===== src/hw/mptrl_pkg.sv =====
// Constants shared by the pause timer and length/type capture block.
// Assumes a 50 MHz core clock and a 32-bit classic Wishbone register bus.
package mptrl_pkg;

  ////////////////////////////////////////////////////////////////////////////
  // Register byte addresses
  localparam logic [31:0] ADR_RX_PAUSE_OPERAND = 32'hFFF030BC;
  localparam logic [31:0] ADR_RX_PAUSE_REMAINING = 32'hFFF030C0;
  localparam logic [31:0] ADR_TX_PAUSE_REMAINING = 32'hFFF030C4;
  localparam logic [31:0] ADR_RX_LENGTH_TYPE_STATUS = 32'hFFF030C8;
  localparam logic [31:0] ADR_MAC_COMMAND = 32'hFFF030E0;
  localparam logic [31:0] ADR_MAC_INTERRUPT_ENABLE = 32'hFFF030E4;
  localparam logic [31:0] ADR_MAC_INTERRUPT_STATUS = 32'hFFF030E8;
  localparam logic [31:0] ADR_MAC_STATUS = 32'hFFF030EC;

  ////////////////////////////////////////////////////////////////////////////
  // Field positions
  localparam int CMD_SEND_PAUSE_BIT = 0;
  localparam int CMD_FULL_DUPLEX_BIT = 1;
  localparam int CMD_SPEED_100_BIT = 2;
  localparam int IRQ_LENGTH_TYPE_BIT = 0;
  localparam int IRQ_CTRL_FRAME_BIT = 1;
  localparam int STAT_TX_PAUSED_BIT = 0;
  localparam int CMD_W = 3;
  localparam int IRQ_W = 2;
  localparam int CNT_W = 16;
  localparam int PRE_W = 12;

  ////////////////////////////////////////////////////////////////////////////
  // Reset values
  localparam logic [31:0] RST_REG32 = 32'h00000000;
  localparam logic [CMD_W-1:0] RST_CMD = 3'h0;
  localparam logic [IRQ_W-1:0] RST_IRQ = 2'h0;
  localparam logic [CNT_W-1:0] RST_CNT = 16'h0000;
  localparam logic [PRE_W-1:0] RST_PRE = 12'h000;

  ////////////////////////////////////////////////////////////////////////////
  // Slot time: 512 bit times, converted to core clock cycles
  localparam int SLOT_BITS = 512;
  localparam int CLK_PERIOD_NS = 20;
  localparam int BIT_NS_10M = 100;
  localparam int BIT_NS_100M = 10;
  localparam logic [PRE_W-1:0] SLOT_CYC_10M =
    PRE_W'((SLOT_BITS * BIT_NS_10M) / CLK_PERIOD_NS);
  localparam logic [PRE_W-1:0] SLOT_CYC_100M =
    PRE_W'((SLOT_BITS * BIT_NS_100M) / CLK_PERIOD_NS);

  ////////////////////////////////////////////////////////////////////////////
  // Down counter states
  typedef enum logic [1:0] {
    MPTRL_IDLE = 2'b01,
    MPTRL_RUN = 2'b10
  } mptrl_cnt_state_t;

endpackage


===== src/hw/mptrl_cnt_if.sv =====
// Load and readback signals of one pause down counter.
// Driven by the top module on core_clk; no clocking of its own.
`timescale 1ns/1ns
interface mptrl_cnt_if;
  logic load;
  logic [15:0] operand;
  logic [11:0] slot_cycles;
  logic [15:0] count;
  logic busy;
  modport ctl (output load, output operand, output slot_cycles, input count, input busy);
  modport cnt (input load, input operand, input slot_cycles, output count, output busy);
endinterface


===== src/hw/mptrl_pause_cnt.sv =====
// One pause down counter, decremented once per slot time.
// Assumes load is a one-cycle pulse on core_clk and slot_cycles is nonzero.
`timescale 1ns/1ns
module mptrl_pause_cnt import mptrl_pkg::*; (
  // Clock and reset
  input wire logic core_clk,
  input wire logic rst,
  // Counter link
  mptrl_cnt_if.cnt cif
);

  mptrl_cnt_state_t state_r;
  logic [CNT_W-1:0] count_r;
  logic [PRE_W-1:0] pre_r;
  logic tick;

  // Prescaler restarts on load so the first slot is a whole one
  assign tick = (state_r == MPTRL_RUN) && (pre_r == PRE_W'(cif.slot_cycles - 12'h001));

  always_ff @(posedge core_clk or posedge rst) begin
    if (rst) begin
      pre_r <= RST_PRE;
    end else if (cif.load || tick || state_r != MPTRL_RUN) begin
      pre_r <= RST_PRE;
    end else begin
      pre_r <= pre_r + 12'h001;
    end
  end

  // Run while a nonzero count remains; a reload wins over the last tick
  always_ff @(posedge core_clk or posedge rst) begin
    if (rst) begin
      state_r <= MPTRL_IDLE;
    end else if (cif.load) begin
      state_r <= (cif.operand != RST_CNT) ? MPTRL_RUN : MPTRL_IDLE;
    end else begin
      case (state_r)
        MPTRL_IDLE: state_r <= MPTRL_IDLE;
        MPTRL_RUN: begin
          if (tick && count_r == 16'h0001) begin
            state_r <= MPTRL_IDLE;
          end
        end
        default: state_r <= MPTRL_IDLE;
      endcase
    end
  end

  // One unit per slot, stopping at zero
  always_ff @(posedge core_clk or posedge rst) begin
    if (rst) begin
      count_r <= RST_CNT;
    end else if (cif.load) begin
      count_r <= cif.operand;
    end else if (tick && count_r != RST_CNT) begin
      count_r <= count_r - 16'h0001;
    end
  end

  assign cif.count = count_r;
  assign cif.busy = (state_r == MPTRL_RUN);

endmodule


===== src/hw/mptrl_top.sv =====
// Flow-control pause timers and received length/type capture of a MAC.
// Assumes frame engines on core_clk give one-cycle event pulses with data.
//
// Our own choice: register access over Wishbone.
`timescale 1ns/1ns

module mptrl_top import mptrl_pkg::*; (
  // Clock and reset
  input wire logic core_clk,
  input wire logic rst,
  // Wishbone slave
  input wire logic wb_cyc_i,
  input wire logic wb_stb_i,
  input wire logic wb_we_i,
  input wire logic [31:0] wb_adr_i,
  input wire logic [3:0] wb_sel_i,
  input wire logic [31:0] wb_dat_i,
  output logic [31:0] wb_dat_o,
  output logic wb_ack_o,
  // Receive engine events
  input wire logic rx_pause_valid,
  input wire logic [15:0] rx_pause_operand_in,
  input wire logic rx_length_type_valid,
  input wire logic [15:0] rx_length_type_field,
  // Transmit engine handshake
  input wire logic tx_pause_done,
  input wire logic [15:0] tx_pause_operand_in,
  output logic send_pause_req,
  output logic tx_paused_flag,
  // Interrupt
  output logic irq
);

  ////////////////////////////////////////////////////////////////////////////
  // Declarations
  logic ack_r;
  logic [31:0] dat_r;
  logic [31:0] rdata;
  logic [31:0] wmask;
  logic req;
  logic wr_fire;
  logic [CMD_W-1:0] cmd_r;
  logic send_pause_r;
  logic [IRQ_W-1:0] irq_en_r;
  logic [IRQ_W-1:0] irq_stat_r;
  logic [IRQ_W-1:0] irq_set;
  logic [IRQ_W-1:0] irq_clr;
  logic irq_r;
  logic tx_hold_r;
  logic [CNT_W-1:0] operand_r;
  logic [CNT_W-1:0] lt_r;
  logic full_duplex;
  logic rx_pause_take;
  logic [PRE_W-1:0] slot_cyc;
  logic [1:0] load_w;
  logic [CNT_W-1:0] op_w [2];
  logic [CNT_W-1:0] cnt_w [2];
  logic [1:0] busy_w;

  ////////////////////////////////////////////////////////////////////////////
  // Wishbone slave: one wait state, writes land on the acked edge
  assign req = wb_cyc_i && wb_stb_i;
  assign wr_fire = req && wb_we_i && ack_r;
  assign wmask = {{8{wb_sel_i[3]}}, {8{wb_sel_i[2]}}, {8{wb_sel_i[1]}}, {8{wb_sel_i[0]}}};

  // Ack drops the cycle after it was given
  always_ff @(posedge core_clk or posedge rst) begin
    if (rst) begin
      ack_r <= 1'b0;
    end else begin
      ack_r <= req && !ack_r;
    end
  end

  // Read data sampled with the ack; unmapped addresses read zero
  always_ff @(posedge core_clk or posedge rst) begin
    if (rst) begin
      dat_r <= RST_REG32;
    end else if (req && !ack_r && !wb_we_i) begin
      dat_r <= rdata;
    end
  end

  // Read mux; reserved bits read zero
  always_comb begin
    rdata = RST_REG32;
    case (wb_adr_i)
      ADR_RX_PAUSE_OPERAND: rdata = {16'h0000, operand_r};
      ADR_RX_PAUSE_REMAINING: rdata = {16'h0000, cnt_w[0]};
      ADR_TX_PAUSE_REMAINING: rdata = {16'h0000, cnt_w[1]};
      ADR_RX_LENGTH_TYPE_STATUS: rdata = {16'h0000, lt_r};
      ADR_MAC_COMMAND: rdata = {29'h00000000, cmd_r[2:1], send_pause_r};
      ADR_MAC_INTERRUPT_ENABLE: rdata = {30'h00000000, irq_en_r};
      ADR_MAC_INTERRUPT_STATUS: rdata = {30'h00000000, irq_stat_r};
      ADR_MAC_STATUS: rdata = {31'h00000000, tx_hold_r};
      default: rdata = RST_REG32;
    endcase
  end

  assign wb_ack_o = ack_r;
  assign wb_dat_o = dat_r;

  ////////////////////////////////////////////////////////////////////////////
  // Command and enable registers
  assign full_duplex = cmd_r[CMD_FULL_DUPLEX_BIT];
  assign slot_cyc = cmd_r[CMD_SPEED_100_BIT] ? SLOT_CYC_100M : SLOT_CYC_10M;

  // Duplex and speed bits; bit 0 lives in send_pause_r
  always_ff @(posedge core_clk or posedge rst) begin
    if (rst) begin
      cmd_r <= RST_CMD;
    end else if (wr_fire && wb_adr_i == ADR_MAC_COMMAND && wb_sel_i[0]) begin
      cmd_r <= wb_dat_i[CMD_W-1:0];
    end
  end

  // Send-pause command: a write of one sets, frame completion clears
  always_ff @(posedge core_clk or posedge rst) begin
    if (rst) begin
      send_pause_r <= 1'b0;
    end else if (wr_fire && wb_adr_i == ADR_MAC_COMMAND && wb_sel_i[0]
                 && wb_dat_i[CMD_SEND_PAUSE_BIT]) begin
      send_pause_r <= 1'b1;
    end else if (tx_pause_done) begin
      send_pause_r <= 1'b0;
    end
  end

  always_ff @(posedge core_clk or posedge rst) begin
    if (rst) begin
      irq_en_r <= RST_IRQ;
    end else if (wr_fire && wb_adr_i == ADR_MAC_INTERRUPT_ENABLE && wb_sel_i[0]) begin
      irq_en_r <= wb_dat_i[IRQ_W-1:0];
    end
  end

  ////////////////////////////////////////////////////////////////////////////
  // Pause counters: channel 0 received pause, channel 1 remote pause
  // Pause frames are only honoured in full duplex, as in 802.3x
  assign rx_pause_take = rx_pause_valid && full_duplex;
  assign load_w = {tx_pause_done, rx_pause_take};
  assign op_w[0] = rx_pause_operand_in;
  assign op_w[1] = tx_pause_operand_in;

  for (genvar ch = 0; ch < 2; ch++) begin : gen_ch
    mptrl_cnt_if cif ();
    assign cif.load = load_w[ch];
    assign cif.operand = op_w[ch];
    assign cif.slot_cycles = slot_cyc;
    assign cnt_w[ch] = cif.count;
    assign busy_w[ch] = cif.busy;
    mptrl_pause_cnt u_mptrl_pause_cnt (
      .core_clk(core_clk),
      .rst(rst),
      .cif(cif)
    );
  end

  // Operand register has no bus write path at all
  always_ff @(posedge core_clk or posedge rst) begin
    if (rst) begin
      operand_r <= RST_CNT;
    end else if (rx_pause_take) begin
      operand_r <= rx_pause_operand_in;
    end
  end

  // Transmitter held while sending pause or while received pause runs
  always_ff @(posedge core_clk or posedge rst) begin
    if (rst) begin
      tx_hold_r <= 1'b0;
    end else begin
      tx_hold_r <= busy_w[0] || send_pause_r;
    end
  end

  assign send_pause_req = send_pause_r;
  assign tx_paused_flag = tx_hold_r;

  ////////////////////////////////////////////////////////////////////////////
  // Length/type status: capture wins over a clear in the same cycle
  always_ff @(posedge core_clk or posedge rst) begin
    if (rst) begin
      lt_r <= RST_CNT;
    end else if (rx_length_type_valid) begin
      lt_r <= rx_length_type_field;
    end else if (wr_fire && wb_adr_i == ADR_RX_LENGTH_TYPE_STATUS) begin
      lt_r <= lt_r & ~(wb_dat_i[15:0] & wmask[15:0]);
    end
  end

  ////////////////////////////////////////////////////////////////////////////
  // Interrupt status, write one to clear, set beats clear
  assign irq_set[IRQ_LENGTH_TYPE_BIT] = rx_length_type_valid && irq_en_r[IRQ_LENGTH_TYPE_BIT];
  assign irq_set[IRQ_CTRL_FRAME_BIT] = rx_pause_take;
  assign irq_clr = (wr_fire && wb_adr_i == ADR_MAC_INTERRUPT_STATUS && wb_sel_i[0])
                   ? wb_dat_i[IRQ_W-1:0] : RST_IRQ;

  always_ff @(posedge core_clk or posedge rst) begin
    if (rst) begin
      irq_stat_r <= RST_IRQ;
    end else begin
      irq_stat_r <= (irq_stat_r & ~irq_clr) | irq_set;
    end
  end

  // Level output, one cycle behind status
  always_ff @(posedge core_clk or posedge rst) begin
    if (rst) begin
      irq_r <= 1'b0;
    end else begin
      irq_r <= |(irq_stat_r & irq_en_r);
    end
  end

  assign irq = irq_r;

  // Helper: cycles since the last load or change of the received pause count
  logic [PRE_W-1:0] gap_r;
  logic [CNT_W-1:0] cnt0_q;
  always_ff @(posedge core_clk or posedge rst) begin
    if (rst) begin
      gap_r <= RST_PRE;
      cnt0_q <= RST_CNT;
    end else begin
      cnt0_q <= cnt_w[0];
      gap_r <= load_w[0] ? RST_PRE : (cnt_w[0] != cnt0_q) ? 12'h001 : gap_r + 12'h001;
    end
  end
endmodule


===== config.mk =====
export PLATFORM = sky130hd
export DESIGN_NAME = mptrl_top
export DESIGN_NICKNAME = d
export VERILOG_FILES = /design/src/hw/mptrl_pkg.sv /design/src/hw/mptrl_cnt_if.sv /design/src/hw/mptrl_pause_cnt.sv /design/src/hw/mptrl_top.sv
export SDC_FILE = /design/constraint.sdc
export NUM_CORES = 1
export LEC_CHECK = 0
export BUFFER_PORTS_ARGS = -buffer_cell sky130_fd_sc_hd__buf_4
export CAP_MARGIN = 10
export CORE_MARGIN = 3
export CORE_UTILIZATION = 50
export DETAILED_ROUTE_END_ITERATION = 10
export PLACE_DENSITY = 0.76
export SETUP_SLACK_MARGIN = 0.2
export SYNTH_ARGS = -nofsm -noshare
export SYNTH_HDL_FRONTEND = slang
export SYNTH_HIERARCHICAL = 1
export SYNTH_SLANG_ARGS = --single-unit

===== constraint.sdc =====
create_clock -name core_clk -period 2.9 [get_ports core_clk]
set_input_delay 0.145 -clock core_clk [delete_from_list [all_inputs] [get_ports core_clk]]
set_output_delay 0.145 -clock core_clk [all_outputs]
set_load 0.01 [all_outputs]

==> impl_metrics.ini <==
[outcome]
status = complete, no violations

[place]
place_congestion = 0.937
place_area_um2 = 9090
numPortBuffers = 125
place_inst = 1181
dp_hpwl_um = 15900

[synth]
syn_avg_cell_area_um2 = 9.45
ys_ff_latch = 118
yosys_most_used_dff = dfrtp_1
yosysSeqAreaShare_pct = 38.5
ys_types = 71
async_flop_share_pct = 100
ys_warn_count = 6
netlist_instances = 811
synth.cell_area_um2 = 7670
synth_edf_count = 0

[setup_path]
cp_cell_sequence = buf_12 > nor4_4 > nand4_1 > xnor2_2 > o2111ai_4 > or3_4 > buf_6 > o41ai_2 > a31oi_1
critPathKind = reg -> reg
cp.arrival_ns = 2.96
cp-start-kind = flip-flop
slowest_stage = dfrtp_2
worst_ep_required_time_ns = 3.18
crit_path_max_fanout = 7
cp_slowest_stage_delay_ns = 0.46
rr_worst_depth = 9
cp-end-kind = flip-flop

[final_layout]
area_growth_pct = 36.6
finalNetCount = 1211
final_util_pct = 71.0
finish.cell_count_without_fillers = 1276
stdcell_area_um2 = 10500
drive_above_1_share_pct = 27.2
diodes = 0

[sta]
finalMaxSlewViolations = 0
holdWs_ns = 0.0142
tightestPinTransition_ns = 0.812
rsz0062_at_grt = true
hold_viol = 0
relSlewSlack_pct = 45.1
setup-violations-final = 0
skew_ns = 0.0109
max_freq_mhz = 372
fin_setup_tns_ns = 0
finalCritPeriodShare_pct = 92.6
period_needed_ns = 2.69

[worst_hold_path]
hold_depth = 2
hp-class = in -> reg

[pwr]
pwr-share-comb_pct = 12.1
clkPwrFrac_pct = 47.5
p_leak_nw = 4.74
power_density_nw_per_um2 = 414
pwr-share-seq_pct = 40.4
sw_frac_of_total_pct = 27.4
irDropWorstVdd_mv = 0.473
power.internal_mw = 3.15
switching_power_mw = 1.19

[detailed_routing]
drt_iter0_markers = 726
firstDrtPassIters = 5
drt_wl_total_um = 23400
routedWlPerCell_um = 18.3
vias = 7405
final_antenna_net_count = 0
route.detailed.drc = 0
avgViaCountPerCell = 5.80

[floorplanning]
io_pins = 160
die_x_um = 130
die_h_um = 130
core.rowCount = 44
core_area_um2 = 14800
die_area_um2 = 16900
initial_core_util_pct = 52.0

[global_routing]
antenna_found_initial = 0
grt_pass1_vias = 6801
grt-ovfl-total = 0
grt_max_degree = 32
grt_pass1_wl_um = 34700
grt_usage_pct = 26.3

[flow_run]
maxCapViolCount = 0

[clocking]
htree_levels = 4
cts.sinks = 118
cts.clk_slew.worst_paths_ns = 0.06
cts_tree = built
clockRootBuffer = clkbuf_16
numCtsBuffers = 17
clk_latency_ns = 0.43
clk_path_buf_depth = 2
-- final cells by class --
class / count / area (µm²)
multi-input cells: 691 / 4800
fillers: 1103 / 4280
flip-flops and latches: 118 / 2960
repair buffers: 217 / 1780
clock buffers: 17 / 425
well taps: 184 / 230
clock inverters: 15 / 145
inverters: 34 / 140
-- cells by family after synthesis --
kind of cell               count (synthesis)  synth area share, %
AOI/OAI and AO/OA                        175                 17.6
xor gates and xnor gates                  52                 6.14
adders and majority gates                  8                 1.31
buffers and inverters                     91                 5.73
DFF                                      118                 38.5
muxes                                     54                 7.91
other                                      1               0.0489
and+or+nand+nor                          312                 22.7
-- what timing repair did --
action                                  CTS  global route
pin swaps                                 1            21
hold buffers                             46             0
endpoints found under the setup margin    4            39
endpoints found under the hold margin   142             0
resized for setup                         1            44
setup buffers                             0            17
-- per-layer routing --
| metal | global-route usage, % | vias to the layer above | part of all wire [%] |
|---|---|---|---|
| met1 | 35.3 | 3582 | 42 |
| li1 | - | 3473 | - |
| met2 | 42.6 | 301 | 49 |
| met4 | 8.13 | 0 | 2.2 |
| met3 | 5.85 | 49 | 7.0 |
| met5 | 0 | - | 0 |
-- cell usage after synthesis, types with 4 or more instances --
library cell / number / share of area [%]
nor4_2: 4 / 0.65
and3_1: 14 / 1.1
o31ai_1: 4 / 0.39
nand4_1: 11 / 0.90
a21boi_0: 10 / 0.98
nand2_1: 67 / 3.3
o41ai_1: 8 / 0.91
nor4b_1: 6 / 0.69
nand4bb_1: 7 / 1.0
a32o_1: 13 / 1.7
o31a_1: 4 / 0.46
nor2b_1: 8 / 0.65
a21o_1: 12 / 1.2
buf_4: 18 / 1.8
or4b_1: 6 / 0.78
or3_1: 18 / 1.5
a22oi_1: 19 / 1.9
o21ai_1: 9 / 0.59
xnor2_1: 26 / 3.0
buf_2: 6 / 0.39
nand2b_1: 6 / 0.49
a31oi_1: 11 / 0.90
nor3_1: 21 / 1.4
nor4_1: 32 / 2.6
dfrtp_1: 116 / 38
buf_1: 4 / 0.20
mux2i_1: 10 / 1.3
a221o_1: 4 / 0.52
mux2_2: 43 / 6.3
or4_1: 9 / 0.88
clkbuf_1: 26 / 1.3
nor2_1: 58 / 2.8
xor2_1: 24 / 2.7
a311oi_1: 10 / 1.1
o211ai_1: 8 / 0.78
o21ai_0: 29 / 1.9
nand3_1: 26 / 1.7
ha_1: 8 / 1.3
inv_1: 34 / 1.7
a211o_1: 4 / 0.46
-- critical path, delay by kind of cell, from the launching register on --
family | cells | cell delay [ns]
AOI/OAI and AO/OA | 3 | 0.62
xor gates and xnor gates | 1 | 0.25
buffers and inverters | 2 | 0.31
DFF | 1 | 0.46
and+or+nand+nor | 3 | 0.87
-- registers in the layout, summed over array words and instances (netlist names) --
register,cells
cmd_r,2
gen_ch.u_mptrl_pause_cnt/cif.count,32
gen_ch.u_mptrl_pause_cnt/pre_r,24
gen_ch.u_mptrl_pause_cnt/state_r,4
irq,1
irq_en_r,2
irq_stat_r,2
lt_r,16
operand_r,16
send_pause_req,1
tx_paused_flag,1
wb_ack_o,1
wb_dat_o,16
-- placed cells by master, fill, tap and decap left out, types with 8 or more instances in the layout --
master         netlist  routed
a21boi_0            10       8
a21o_1              12      12
a22oi_1             19      19
a311oi_1            10       9
a31oi_1             11      11
a32o_1              13      13
and3_1              14      14
buf_4               18     166
clkbuf_16            0      17
conb_1               1      90
dfrtp_1            116     115
dlygate4sd3_1        0      46
ha_1                 8       8
inv_1               34      32
mux2_2              43      43
mux2i_1             10      10
nand2_1             67      67
nand3_1             26      26
nand4_1             11      11
nor2_1              58      57
nor2b_1              8       8
nor3_1              21      21
nor4_1              32      28
o211ai_1             8       8
o21ai_0             29      29
o21ai_1              9       9
or3_1               18      18
or4_1                9       8
xnor2_1             26      22
xor2_1              24      24
-- power by group through the flow --
stage	registers (mW)	logic [mW]	clock network, mW
finish	1.75	0.523	2.06
global route	1.76	0.572	2.16
CTS	1.75	0.501	2.09
detailed placement	1.78	0.447	0
global placement	1.78	0.441	0
floorplan	1.76	0.268	0
-- per-stage QoR --
stage               power (mW)  setup slack, ns
floorplan                 2.02            0.223
global placement          2.22            0.182
detailed placement        2.23            0.129
CTS                       4.34            0.180
global route              4.49            0.101
finish                    4.34            0.214
-- worst paths after layout --
kind | end | from | slack (ns)
hold reg to reg | wb_ack_o$_DFF_PP0_ | wb_ack_o$_DFF_PP0_ | 0.48
setup / recovery | gen_ch[1].u_mptrl_pause_cnt/cif.count[15]$_DFFE_PP0P_ | cmd_r[2]$_DFFE_PP0P_ | 0.21
max in group asynchronous | lt_r[12]$_DFFE_PP0P_ | rst | 1.58
setup reg to reg | gen_ch[1].u_mptrl_pause_cnt/cif.count[15]$_DFFE_PP0P_ | cmd_r[2]$_DFFE_PP0P_ | 0.21
min in group asynchronous | gen_ch[1].u_mptrl_pause_cnt/pre_r[10]$_DFF_PP0_ | rst | 0.39
hold / removal | operand_r[5]$_DFFE_PP0P_ | rx_pause_operand_in[5] | 0.01
Note: power is estimated with default switching activity, not from simulation.
